`src/verilog/conv_cfg_pkg.sv`:
```
package conv_cfg_pkg;

  // =====================================================================
  // Register port
  // =====================================================================
  localparam int ADDR_W = 8;
  localparam int DATA_W = 8;
  localparam logic [ADDR_W-1:0] CONFIG_OFFSET = 8'h00;
  localparam logic [ADDR_W-1:0] PIN_LOW_OFFSET = 8'h01;
  localparam logic [ADDR_W-1:0] PIN_MID_OFFSET = 8'h02;

  // =====================================================================
  // Configuration fields
  // =====================================================================
  localparam int LOW_POWER_BIT = 7;
  localparam int DIVIDE_MSB = 6;
  localparam int DIVIDE_LSB = 5;
  localparam int LONG_SAMPLE_BIT = 4;
  localparam int MODE_MSB = 3;
  localparam int MODE_LSB = 2;
  localparam int CLKSEL_MSB = 1;
  localparam int CLKSEL_LSB = 0;

  localparam logic [1:0] MODE_8BIT = 2'h0;
  localparam logic [1:0] MODE_10BIT = 2'h2;

  localparam logic [1:0] CLKSEL_BUS = 2'h0;
  localparam logic [1:0] CLKSEL_BUS_HALF = 2'h1;
  localparam logic [1:0] CLKSEL_ALT = 2'h2;
  localparam logic [1:0] CLKSEL_ASYNC = 2'h3;

  // =====================================================================
  // Reset values and sizes
  // =====================================================================
  localparam logic [DATA_W-1:0] CONFIG_RESET = 8'h00;
  localparam logic [DATA_W-1:0] PIN_RESET = 8'h00;
  localparam int CHANNELS = 16;
  localparam int SYNC_STAGES = 3;
  localparam int DIV_CNT_W = 3;

endpackage : conv_cfg_pkg

```
`src/verilog/adc_config_and_pin_control.sv`:
```
`timescale 1ns/100ps

module adc_config_and_pin_control #(
  parameter int CHANNELS = conv_cfg_pkg::CHANNELS
) (
  input wire logic core_clk,
  input wire logic arst_n,
  input wire logic [conv_cfg_pkg::ADDR_W-1:0] regAddr,
  input wire logic [conv_cfg_pkg::DATA_W-1:0] regWdata,
  input wire logic regWrite,
  input wire logic regRead,
  output logic [conv_cfg_pkg::DATA_W-1:0] regRdata,
  input wire logic alternate_clock,
  input wire logic converter_async_clock,
  output logic conversion_clock,
  output logic conversionTick,
  output logic lowPowerSelect,
  output logic longSampleSelect,
  output logic tenBitMode,
  output logic modeReserved,
  output logic resultInvalidate,
  input wire logic [CHANNELS-1:0] portOut,
  input wire logic [CHANNELS-1:0] portOe,
  input wire logic [CHANNELS-1:0] portPullup,
  output logic [CHANNELS-1:0] portIn,
  input wire logic [CHANNELS-1:0] padIn,
  output logic [CHANNELS-1:0] padOut,
  output logic [CHANNELS-1:0] padOe,
  output logic [CHANNELS-1:0] padPullupEn,
  output logic [CHANNELS-1:0] analogPinSelect
);

  // =====================================================================
  // Register file
  // =====================================================================
  logic [conv_cfg_pkg::DATA_W-1:0] config_q, config_d;
  logic [conv_cfg_pkg::DATA_W-1:0] pinLow_q, pinLow_d;
  logic [conv_cfg_pkg::DATA_W-1:0] pinMid_q, pinMid_d;
  logic [conv_cfg_pkg::DATA_W-1:0] rdata_q, rdata_d;
  logic invalidate_q, invalidate_d;
  logic [1:0] newMode;

  // Read data is zero outside its answer cycle, so a stale value never sits on the bus
  always_comb begin
    config_d = config_q;
    pinLow_d = pinLow_q;
    pinMid_d = pinMid_q;
    rdata_d = '0;
    invalidate_d = 1'b0;
    newMode = regWdata[conv_cfg_pkg::MODE_MSB:conv_cfg_pkg::MODE_LSB];
    if (regWrite) begin
      unique case (regAddr)
        conv_cfg_pkg::CONFIG_OFFSET: begin
          config_d = regWdata;
          // Only a change of the mode code discards results, even between codes with the same resolution; rewriting the same mode keeps them
          if (newMode != config_q[conv_cfg_pkg::MODE_MSB:conv_cfg_pkg::MODE_LSB]) begin
            invalidate_d = 1'b1;
          end
        end
        conv_cfg_pkg::PIN_LOW_OFFSET: begin
          pinLow_d = regWdata;
        end
        conv_cfg_pkg::PIN_MID_OFFSET: begin
          pinMid_d = regWdata;
        end
        default: begin
          // Unmapped writes are dropped
        end
      endcase
    end
    if (regRead) begin
      unique case (regAddr)
        conv_cfg_pkg::CONFIG_OFFSET: begin
          rdata_d = config_q;
        end
        conv_cfg_pkg::PIN_LOW_OFFSET: begin
          rdata_d = pinLow_q;
        end
        conv_cfg_pkg::PIN_MID_OFFSET: begin
          rdata_d = pinMid_q;
        end
        default: begin
          rdata_d = '0;
        end
      endcase
    end
  end

  always_ff @(posedge core_clk or negedge arst_n) begin
    if (!arst_n) begin
      config_q <= conv_cfg_pkg::CONFIG_RESET;
      pinLow_q <= conv_cfg_pkg::PIN_RESET;
      pinMid_q <= conv_cfg_pkg::PIN_RESET;
      rdata_q <= '0;
      invalidate_q <= 1'b0;
    end else begin
      config_q <= config_d;
      pinLow_q <= pinLow_d;
      pinMid_q <= pinMid_d;
      rdata_q <= rdata_d;
      invalidate_q <= invalidate_d;
    end
  end

  assign regRdata = rdata_q;
  assign resultInvalidate = invalidate_q;

  // =====================================================================
  // Decoded configuration
  // =====================================================================
  logic lowPower_q, lowPower_d;
  logic longSample_q, longSample_d;
  logic tenBit_q, tenBit_d;
  logic reserved_q, reserved_d;
  logic [1:0] modeField;

  // Decoded bits trail the register by one cycle so each output has its own flop
  always_comb begin
    modeField = config_q[conv_cfg_pkg::MODE_MSB:conv_cfg_pkg::MODE_LSB];
    lowPower_d = config_q[conv_cfg_pkg::LOW_POWER_BIT];
    longSample_d = config_q[conv_cfg_pkg::LONG_SAMPLE_BIT];
    tenBit_d = (modeField == conv_cfg_pkg::MODE_10BIT);
    // Reserved codes fall back to 8-bit operation and raise a flag
    reserved_d = (modeField != conv_cfg_pkg::MODE_10BIT) && (modeField != conv_cfg_pkg::MODE_8BIT);
  end

  always_ff @(posedge core_clk or negedge arst_n) begin
    if (!arst_n) begin
      lowPower_q <= 1'b0;
      longSample_q <= 1'b0;
      tenBit_q <= 1'b0;
      reserved_q <= 1'b0;
    end else begin
      lowPower_q <= lowPower_d;
      longSample_q <= longSample_d;
      tenBit_q <= tenBit_d;
      reserved_q <= reserved_d;
    end
  end

  assign lowPowerSelect = lowPower_q;
  assign longSampleSelect = longSample_q;
  assign tenBitMode = tenBit_q;
  assign modeReserved = reserved_q;

  // =====================================================================
  // Clock source synchronisers
  // =====================================================================
  // Outside clocks are sampled on core_clk, so they must run below a quarter of it
  logic [conv_cfg_pkg::SYNC_STAGES-1:0] altSync_q, altSync_d;
  logic [conv_cfg_pkg::SYNC_STAGES-1:0] asyncSync_q, asyncSync_d;
  logic altLevel_q, altLevel_d;
  logic asyncLevel_q, asyncLevel_d;
  logic altRise_q, altRise_d;
  logic asyncRise_q, asyncRise_d;
  logic busHalf_q, busHalf_d;

  always_comb begin
    altSync_d = {altSync_q[1:0], alternate_clock};
    asyncSync_d = {asyncSync_q[1:0], converter_async_clock};
    altLevel_d = altLevel_q;
    asyncLevel_d = asyncLevel_q;
    if (altSync_q[1] == altSync_q[2]) begin
      altLevel_d = altSync_q[2];
    end
    if (asyncSync_q[1] == asyncSync_q[2]) begin
      asyncLevel_d = asyncSync_q[2];
    end
    // Filtered levels idle low like the pins, so leaving reset gives no false rising edge
    altRise_d = altLevel_d && !altLevel_q;
    asyncRise_d = asyncLevel_d && !asyncLevel_q;
    // Free-running toggle: one source tick on every second bus clock
    busHalf_d = ~busHalf_q;
  end

  always_ff @(posedge core_clk or negedge arst_n) begin
    if (!arst_n) begin
      altSync_q <= '0;
      asyncSync_q <= '0;
      altLevel_q <= 1'b0;
      asyncLevel_q <= 1'b0;
      altRise_q <= 1'b0;
      asyncRise_q <= 1'b0;
      busHalf_q <= 1'b0;
    end else begin
      altSync_q <= altSync_d;
      asyncSync_q <= asyncSync_d;
      altLevel_q <= altLevel_d;
      asyncLevel_q <= asyncLevel_d;
      altRise_q <= altRise_d;
      asyncRise_q <= asyncRise_d;
      busHalf_q <= busHalf_d;
    end
  end

  // =====================================================================
  // Input clock select and divider
  // =====================================================================
  logic srcTick;

  // The bus source is a plain enable and bus/2 a free-running toggle; alternate and async are one-cycle pulses from filtered edges
  always_comb begin
    unique case (config_q[conv_cfg_pkg::CLKSEL_MSB:conv_cfg_pkg::CLKSEL_LSB])
      conv_cfg_pkg::CLKSEL_BUS: begin
        srcTick = 1'b1;
      end
      conv_cfg_pkg::CLKSEL_BUS_HALF: begin
        srcTick = busHalf_q;
      end
      conv_cfg_pkg::CLKSEL_ALT: begin
        srcTick = altRise_q;
      end
      conv_cfg_pkg::CLKSEL_ASYNC: begin
        srcTick = asyncRise_q;
      end
    endcase
  end

  // Counting ticks rather than clocking on the sources keeps every input clock in the core_clk domain
  conv_clock_divider divider (
    .core_clk(core_clk),
    .arst_n(arst_n),
    .srcTick(srcTick),
    .divideSel(config_q[conv_cfg_pkg::DIVIDE_MSB:conv_cfg_pkg::DIVIDE_LSB]),
    .convTick(conversionTick),
    .convClk(conversion_clock)
  );

  // =====================================================================
  // Pin control
  // =====================================================================
  logic [CHANNELS-1:0] pinDisable;
  logic [CHANNELS-1:0] padOut_q, padOut_d;
  logic [CHANNELS-1:0] padOe_q, padOe_d;
  logic [CHANNELS-1:0] pullup_q, pullup_d;
  logic [CHANNELS-1:0] portIn_q, portIn_d;
  logic [CHANNELS-1:0] padLevel_q, padLevel_d;
  // Three-stage pad sampling; a lone sample on the first stage never reaches the port
  logic [CHANNELS-1:0] padS0_q;
  logic [CHANNELS-1:0] padS1_q;
  logic [CHANNELS-1:0] padS2_q;

  // Mid register bits sit above the low register, on channels 8 to 15
  assign pinDisable = {pinMid_q, pinLow_q};

  genvar ch;
  generate
    for (ch = 0; ch < CHANNELS; ch = ch + 1) begin : g_pin
      always_comb begin
        padLevel_d[ch] = padLevel_q[ch];
        if (padS1_q[ch] == padS2_q[ch]) begin
          padLevel_d[ch] = padS2_q[ch];
        end
        // A disabled pin has no output drive, no input and no pullup
        padOut_d[ch] = pinDisable[ch] ? 1'b0 : portOut[ch];
        padOe_d[ch] = pinDisable[ch] ? 1'b0 : portOe[ch];
        pullup_d[ch] = pinDisable[ch] ? 1'b0 : portPullup[ch];
        portIn_d[ch] = pinDisable[ch] ? 1'b0 : padLevel_q[ch];
      end
    end
  endgenerate

  always_ff @(posedge core_clk or negedge arst_n) begin
    if (!arst_n) begin
      padS0_q <= '0;
      padS1_q <= '0;
      padS2_q <= '0;
      padLevel_q <= '0;
      padOut_q <= '0;
      padOe_q <= '0;
      pullup_q <= '0;
      portIn_q <= '0;
    end else begin
      padS0_q <= padIn;
      padS1_q <= padS0_q;
      padS2_q <= padS1_q;
      padLevel_q <= padLevel_d;
      padOut_q <= padOut_d;
      padOe_q <= padOe_d;
      pullup_q <= pullup_d;
      portIn_q <= portIn_d;
    end
  end

  assign padOut = padOut_q;
  assign padOe = padOe_q;
  assign padPullupEn = pullup_q;
  assign portIn = portIn_q;
  assign analogPinSelect = pinDisable;

endmodule : adc_config_and_pin_control

```
`src/verilog/conv_clock_divider.sv`:
```
`timescale 1ns/100ps

module conv_clock_divider (
  input wire logic core_clk,
  input wire logic arst_n,
  input wire logic srcTick,
  input wire logic [1:0] divideSel,
  output logic convTick,
  output logic convClk
);

  // =====================================================================
  // Divide by 1, 2, 4 or 8 source ticks
  // =====================================================================
  logic [conv_cfg_pkg::DIV_CNT_W-1:0] cnt_q, cnt_d;
  logic [conv_cfg_pkg::DIV_CNT_W-1:0] terminal;
  logic tick_q, tick_d;
  logic clk_q, clk_d;

  always_comb begin
    terminal = conv_cfg_pkg::DIV_CNT_W'((4'h1 << divideSel) - 4'h1);
    cnt_d = cnt_q;
    tick_d = 1'b0;
    clk_d = clk_q;
    if (srcTick) begin
      // A smaller ratio written mid-count must not strand the counter above it
      if (cnt_q >= terminal) begin
        cnt_d = '0;
        tick_d = 1'b1;
        clk_d = ~clk_q;
      end else begin
        cnt_d = cnt_q + 3'h1;
      end
    end
  end

  always_ff @(posedge core_clk or negedge arst_n) begin
    if (!arst_n) begin
      cnt_q <= '0;
      tick_q <= 1'b0;
      clk_q <= 1'b0;
    end else begin
      cnt_q <= cnt_d;
      tick_q <= tick_d;
      clk_q <= clk_d;
    end
  end

  assign convTick = tick_q;
  assign convClk = clk_q;

endmodule : conv_clock_divider

```
`config.mk`:
```
export PLATFORM = sky130hd
export DESIGN_NAME = adc_config_and_pin_control
export DESIGN_NICKNAME = d
export VERILOG_FILES = /design/src/verilog/conv_cfg_pkg.sv /design/src/verilog/adc_config_and_pin_control.sv /design/src/verilog/conv_clock_divider.sv
export SDC_FILE = /design/constraint.sdc
export NUM_CORES = 1
export LEC_CHECK = 0
export BUFFER_PORTS_ARGS = -buffer_cell sky130_fd_sc_hd__buf_2
export CAP_MARGIN = 30
export CORE_ASPECT_RATIO = 2
export CORE_MARGIN = 4
export CORE_UTILIZATION = 35
export DETAILED_ROUTE_END_ITERATION = 12
export PLACE_DENSITY = 0.59
export SETUP_SLACK_MARGIN = 0.02
export SLEW_MARGIN = 25
export SYNTH_ARGS = -nofsm -noshare
export SYNTH_HDL_FRONTEND = slang
export SYNTH_SLANG_ARGS = --single-unit
```
`constraint.sdc`:
```
create_clock -name core_clk -period 5 [get_ports core_clk]
set_input_delay 1 -clock core_clk [delete_from_list [all_inputs] [get_ports core_clk]]
set_output_delay 1 -clock core_clk [all_outputs]
set_load 0.01 [all_outputs]
```
After elaboration in Yosys (flattened, before gate mapping):

Cells that the tools add are included.

* flip-flop bits (word level): 181
* input bits: 86
* output and inout port bits: 95

* add/subtract/negate cells: 2
* $lt $le $gt $ge: 1
* eq/ne operators: 26
* shift operators: 1
* muxes and demuxes: 75
* bitwise operators: 2
* reduce and logical (&&, ||, !) cells: 12

Operator list (count)
* 1-bit 2-to-1 mux: 71
* 8-bit case mux with 3 select lines: 1
* 1-bit equality test: 18
* 8-bit by 1-bit equality test with 1-bit output, second input constant: 1
* 8-bit by 2-bit equality test with 1-bit output, second input constant: 1
* 8-bit zero test: 1
* 8-bit 2-to-1 mux: 1
* 2-bit AND reduction: 4
* 2-bit equality test, second input constant: 3
* 1-bit case mux with 4 select lines: 1
* 3-bit by 1-bit adder with 3-bit output, second input constant: 1
* 3-bit greater-or-equal comparator: 1
* 1-bit logical AND: 3
* 3-bit 2-to-1 mux: 1
* 1-bit by 2-bit << shifter with 3-bit output, first input constant: 1
* 3-bit by 1-bit subtractor with 3-bit output, second input constant: 1
* 2-bit by 1-bit equality test with 1-bit output, second input constant: 1
* 1-bit zero test: 2
* 2-bit zero test: 1
* 2-bit != test: 1
* 2-bit != test, second input constant: 1
* 1-bit NOT: 2
* 2-bit nonzero test: 1

Logic depth before layout (Yosys ltp):

* depth after elaboration: 5
* mapped depth: 6
* mapped depth without buffers: 6

Hierarchy:

A second synthesis with hierarchy kept.

* cell total of the unflattened synthesis: 366
* area total of the unflattened synthesis: 5919.4 sq um

Modules (own cells, without submodules)
* adc_config_and_pin_control: instances 1, cells each 338, area an instance 5622.9 sq um, sequential area each 4404.2 sq um
* conv_clock_divider: instances 1, cells each 28, area an instance 296.5 sq um, sequential area each 125.1 sq um

Worst setup path before layout:

No wires, ideal clock.

* path kind: input to register
* start point: input regAddr[5] in the netlist's numbering
* end point: register pinLow_q[0] in the netlist's numbering
* setup time: 125 ps
* arrival time: 2121 ps
* data required time: 4875 ps
* setup slack: 2753 ps
* stages: 5
* path buffers: 1
* cell sequence: nor4_4 nand4b_1 or2_1 buf_6 mux2_4

* cells in the longest elaborated chain, start to end: 2

RTL lines
* from (decl): line adc_config_and_pin_control.sv:8 `input wire logic [conv_cfg_pkg::ADDR_W-1:0] regAddr,`
* 8-bit by 1-bit equality test with 1-bit output: line adc_config_and_pin_control.sv:52 `unique case (regAddr)`
* 2-bit AND reduction (no line)
* to (signal assigned): line adc_config_and_pin_control.sv:92 `pinLow_q <= conv_cfg_pkg::PIN_RESET;`
* to (signal assigned): line adc_config_and_pin_control.sv:98 `pinLow_q <= pinLow_d;`
* to (decl): line adc_config_and_pin_control.sv:37 `logic [conv_cfg_pkg::DATA_W-1:0] pinLow_q, pinLow_d;`

No other way between the ends.
A chain may end at the register's enable or synchronous reset.

Final worst setup path:

* start point: input regAddr[0] in the netlist's numbering
* end point: register pinMid_q[4] in the netlist's numbering

* cells in the longest elaborated chain, start to end: 2

RTL lines
* 8-bit by 2-bit equality test with 1-bit output: line adc_config_and_pin_control.sv:52
* 2-bit AND reduction (no line)
* to (signal assigned): line adc_config_and_pin_control.sv:93 `pinMid_q <= conv_cfg_pkg::PIN_RESET;`
* to (signal assigned): line adc_config_and_pin_control.sv:99 `pinMid_q <= pinMid_d;`
* to (decl): line adc_config_and_pin_control.sv:38 `logic [conv_cfg_pkg::DATA_W-1:0] pinMid_q, pinMid_d;`

No other way between the ends.

==> impl_metrics.py <==
metrics = {
    "placed_design": {
        "dp.cells": 754,
        "dpl.hpwl_mm": 9.93,
        "io_buffers": 180,
        "dp_slack_ns": 2.22,
        "gp_congestion": 0.830,
        "postPlaceCellArea_mm2": 0.00708,
    },
    "detailed_routing": {
        "avgViaCountPerCell": 4.49,
        "drt_iter0_drc": 121,
        "first_pass_iters": 4,
        "drc": 0,
        "wl_mm": 13.1,
        "wl_per_cell_um": 16.7,
        "ant_nets": 0,
        "vias": 3523,
    },
    "logic_synthesis": {
        "synth_edf_count": 0,
        "synth_xor_area_share_pct": 0.443,
        "synth.largest_area_cell": "dfrtp_1",
        "ys_async_sr_fraction_pct": 100,
        "synth_commonest_cells": "dfrtp_1 (181), nor2b_1 (66), nor2_1 (20)",
        "synth_nets": 460,
        "ys_seq_area_share_pct": 76.4,
        "synth_top_cell_area_share_pct": 76.4,
        "synthMuxAreaShare_pct": 6.58,
        "synthFlopType": "dfrtp_1",
        "synth-seq-cells": 181,
        "syn_inst": 370,
        "synth_top_family_by_area": "simple AND/OR/NAND/NOR gates",
        "ys_types": 29,
        "synthSimpleGateAreaFrac_pct": 10.6,
        "synth_fa_ha_area_share_pct": 3.88,
        "synth_compound_area_share_pct": 1.35,
        "yosysMostFrequentCell": "dfrtp_1",
        "syn_area_per_cell_um2": 16.0,
        "syn_area_mm2": 0.00593,
        "yosys-top-cells-area": "dfrtp_1 (76%), nor2b_1 (7.0%), maj3_1 (3.0%)",
        "ys_warn_count": 0,
    },
    "job": {
        "max_cap_violations": 0,
    },
    "cts": {
        "insertion_delay_ns": 0.42,
        "cts_max_level": 4,
        "cts-root-buf": "clkbuf_16",
        "cts_resized": 0,
        "path_clk_slew_ns": 0.07,
        "cts_buffer_depth": 2,
        "numCtsBuffers": 17,
        "cts.sinks": 181,
        "cts_setup_buffers": 0,
        "cts_hold_buf": 0,
        "cts_tree": "built",
    },
    "cells_and_area": {
        "fin_nets": 656,
        "area_growth_pct": 29.1,
        "fin_cells": 785,
        "drive_gt1_share_pct": 41.7,
        "design_area_mm2": 0.00765,
        "antenna_cells": 0,
    },
    "power": {
        "leakage_uw": 0.00380,
        "clock_power_share_pct": 41.3,
        "p_per_area_mw_per_mm2": 405,
        "seqPwrFrac_pct": 51.5,
        "ir_drop_v": 0.000199,
        "comb_power_share_pct": 7.2,
        "switching_share_pct": 24.1,
        "netSwitchingPower_uw": 746,
        "p_int_uw": 2360,
    },
    "setup_path": {
        "end_kind": "flip-flop",
        "critPathKind": "input pin to flip-flop",
        "cp_data_arrival_time_ns": 2.66,
        "worstPathRequired_ns": 5.30,
        "path_max_fanout": 12,
        "start_kind": "input pin",
    },
    "grt": {
        "grt_pass1_vias": 3835,
        "grt_pass1_wl_mm": 20.5,
        "grt.total_usage_pct": 14.3,
        "grt_start_max_net_pins": 83,
        "antenna_found_initial": 3,
        "overflow": 0,
    },
    "timing": {
        "fin_crit_sh_pct": 47.2,
        "rsz0062_at_grt": "false",
        "finalHoldViolations": 0,
        "max_freq_mhz": 424,
        "finalMaxSlewViolations": 0,
        "final.min_clock_period_ns": 2.36,
        "holdWs_ns": 0.349,
        "tns_ns": 0,
        "setup_violations": 0,
        "tightest_slew_ns": 0.678,
        "clock_skew_ns": 0.00576,
        "layout_setup_ws_ns": 2.64,
        "slew-limit-headroom_pct": 54.8,
    },
    "floorplan": {
        "die_area_mm2": 0.0192,
        "rows": 67,
        "coreArea_mm2": 0.0167,
        "ioPinCount": 181,
        "dieHeight_um": 192,
        "fp.dieW_um": 100,
        "initial_core_util_pct": 35.5,
    },
    "outcome": {
        "status": "finished, final reports clean",
    },
    "min_path": {
        "hp-class": "flip-flop to flip-flop",
    },
}
==> critical path, cell delays in order <==
cell and delay (ns):
buf_2 0.20, nor2b_1 0.49, nand4b_1 0.18, nor2_2 0.39, mux2_2 0.39
==> logic make-up after synthesis <==
kind of cell / after synthesis
AOI/OAI and AO/OA: 14
xor gates and xnor gates: 3
adders and majority gates: 22
buffers and inverters: 9
DFF: 181
muxes: 33
and+or+nand+nor: 108
==> flip-flops by register name, summed over array words and instances, names as in the netlist, 3 cells and up <==
register	count
padPullupEn	16
altSync_q	3
padOe	16
asyncSync_q	3
padS1_q	16
padLevel_q	16
pinLow_q	8
padS0_q	16
divider.cnt_q	3
config_q	8
regRdata	8
padOut	16
padS2_q	16
pinMid_q	8
portIn	16
==> final timing paths <==
check / startpoint / endpoint / slack (ns) / cells after the start
worst max-delay path: regAddr[0] / pinMid_q[4]$_DFFE_PN0P_ / 2.64 / 5
worst min-delay path: asyncSync_q[0]$_DFF_PN0_ / asyncSync_q[1]$_DFF_PN0_ / 0.35 / 0
worst max register to register: config_q[6]$_DFFE_PN0P_ / divider.convClk$_DFFE_PN0P_ / 3.05 / 6
worst min register to register: asyncSync_q[0]$_DFF_PN0_ / asyncSync_q[1]$_DFF_PN0_ / 0.35 / 0
max in group asynchronous: arst_n / padLevel_q[13]$_DFFE_PN0N_ / 3.27 / 2
min in group asynchronous: arst_n / padOut[11]$_DFF_PN0_ / 0.58 / 1
==> through the flow <==
step           total power (uW)  utilization (%)
5_1_grt                    3240             45.9
4_1_cts                    3150             45.9
3_3_place_gp               1840             42.5
3_5_place_dp               1860             42.5
2_1_floorplan              1710                -
6_report                   3100             45.9
==> metal layers <==
layer	wire, um	up-vias	global-route usage [%]
li1	-	1609	-
met1	4430	1769	14.7
met2	7470	108	25.9
met3	740	31	3.82
met4	466	6	7.58
met5	28	-	0
==> final cells by class <==
type,instances,area (um2)
Timing Repair Buffer,182,925
Tap cell,207,259
Fill cell,1497,9030
Clock buffer,17,425
Clock inverter,14,143
Multi-Input combinational cell,180,1360
Sequential cell,181,4530
Inverter,4,15.0
==> power by group through the flow <==
stage / combinational [uW] / sequential [uW] / clock (uW)
6_report: 222 / 1600 / 1280
5_1_grt: 246 / 1610 / 1380
4_1_cts: 229 / 1600 / 1330
3_5_place_dp: 228 / 1630 / 0
3_3_place_gp: 219 / 1620 / 0
2_1_floorplan: 69.6 / 1640 / 0
==> cell usage in the layout (no fill, tap or decap), drive strengths merged, types with 2 or more instances in the layout <==
cell,Yosys,layout
a21o,2,2
a21oi,9,9
buf,3,181
clkbuf,2,18
clkinvlp,0,4
dfrtp,181,181
ha,4,4
inv,4,12
maj3,18,18
mux2,24,24
mux2i,9,9
nand2,6,6
nand3,5,5
nand4b,3,3
nor2,22,22
nor2b,66,66
or2,2,2
xnor2,2,2
No activity file was read; power rests on OpenSTA's default activity.
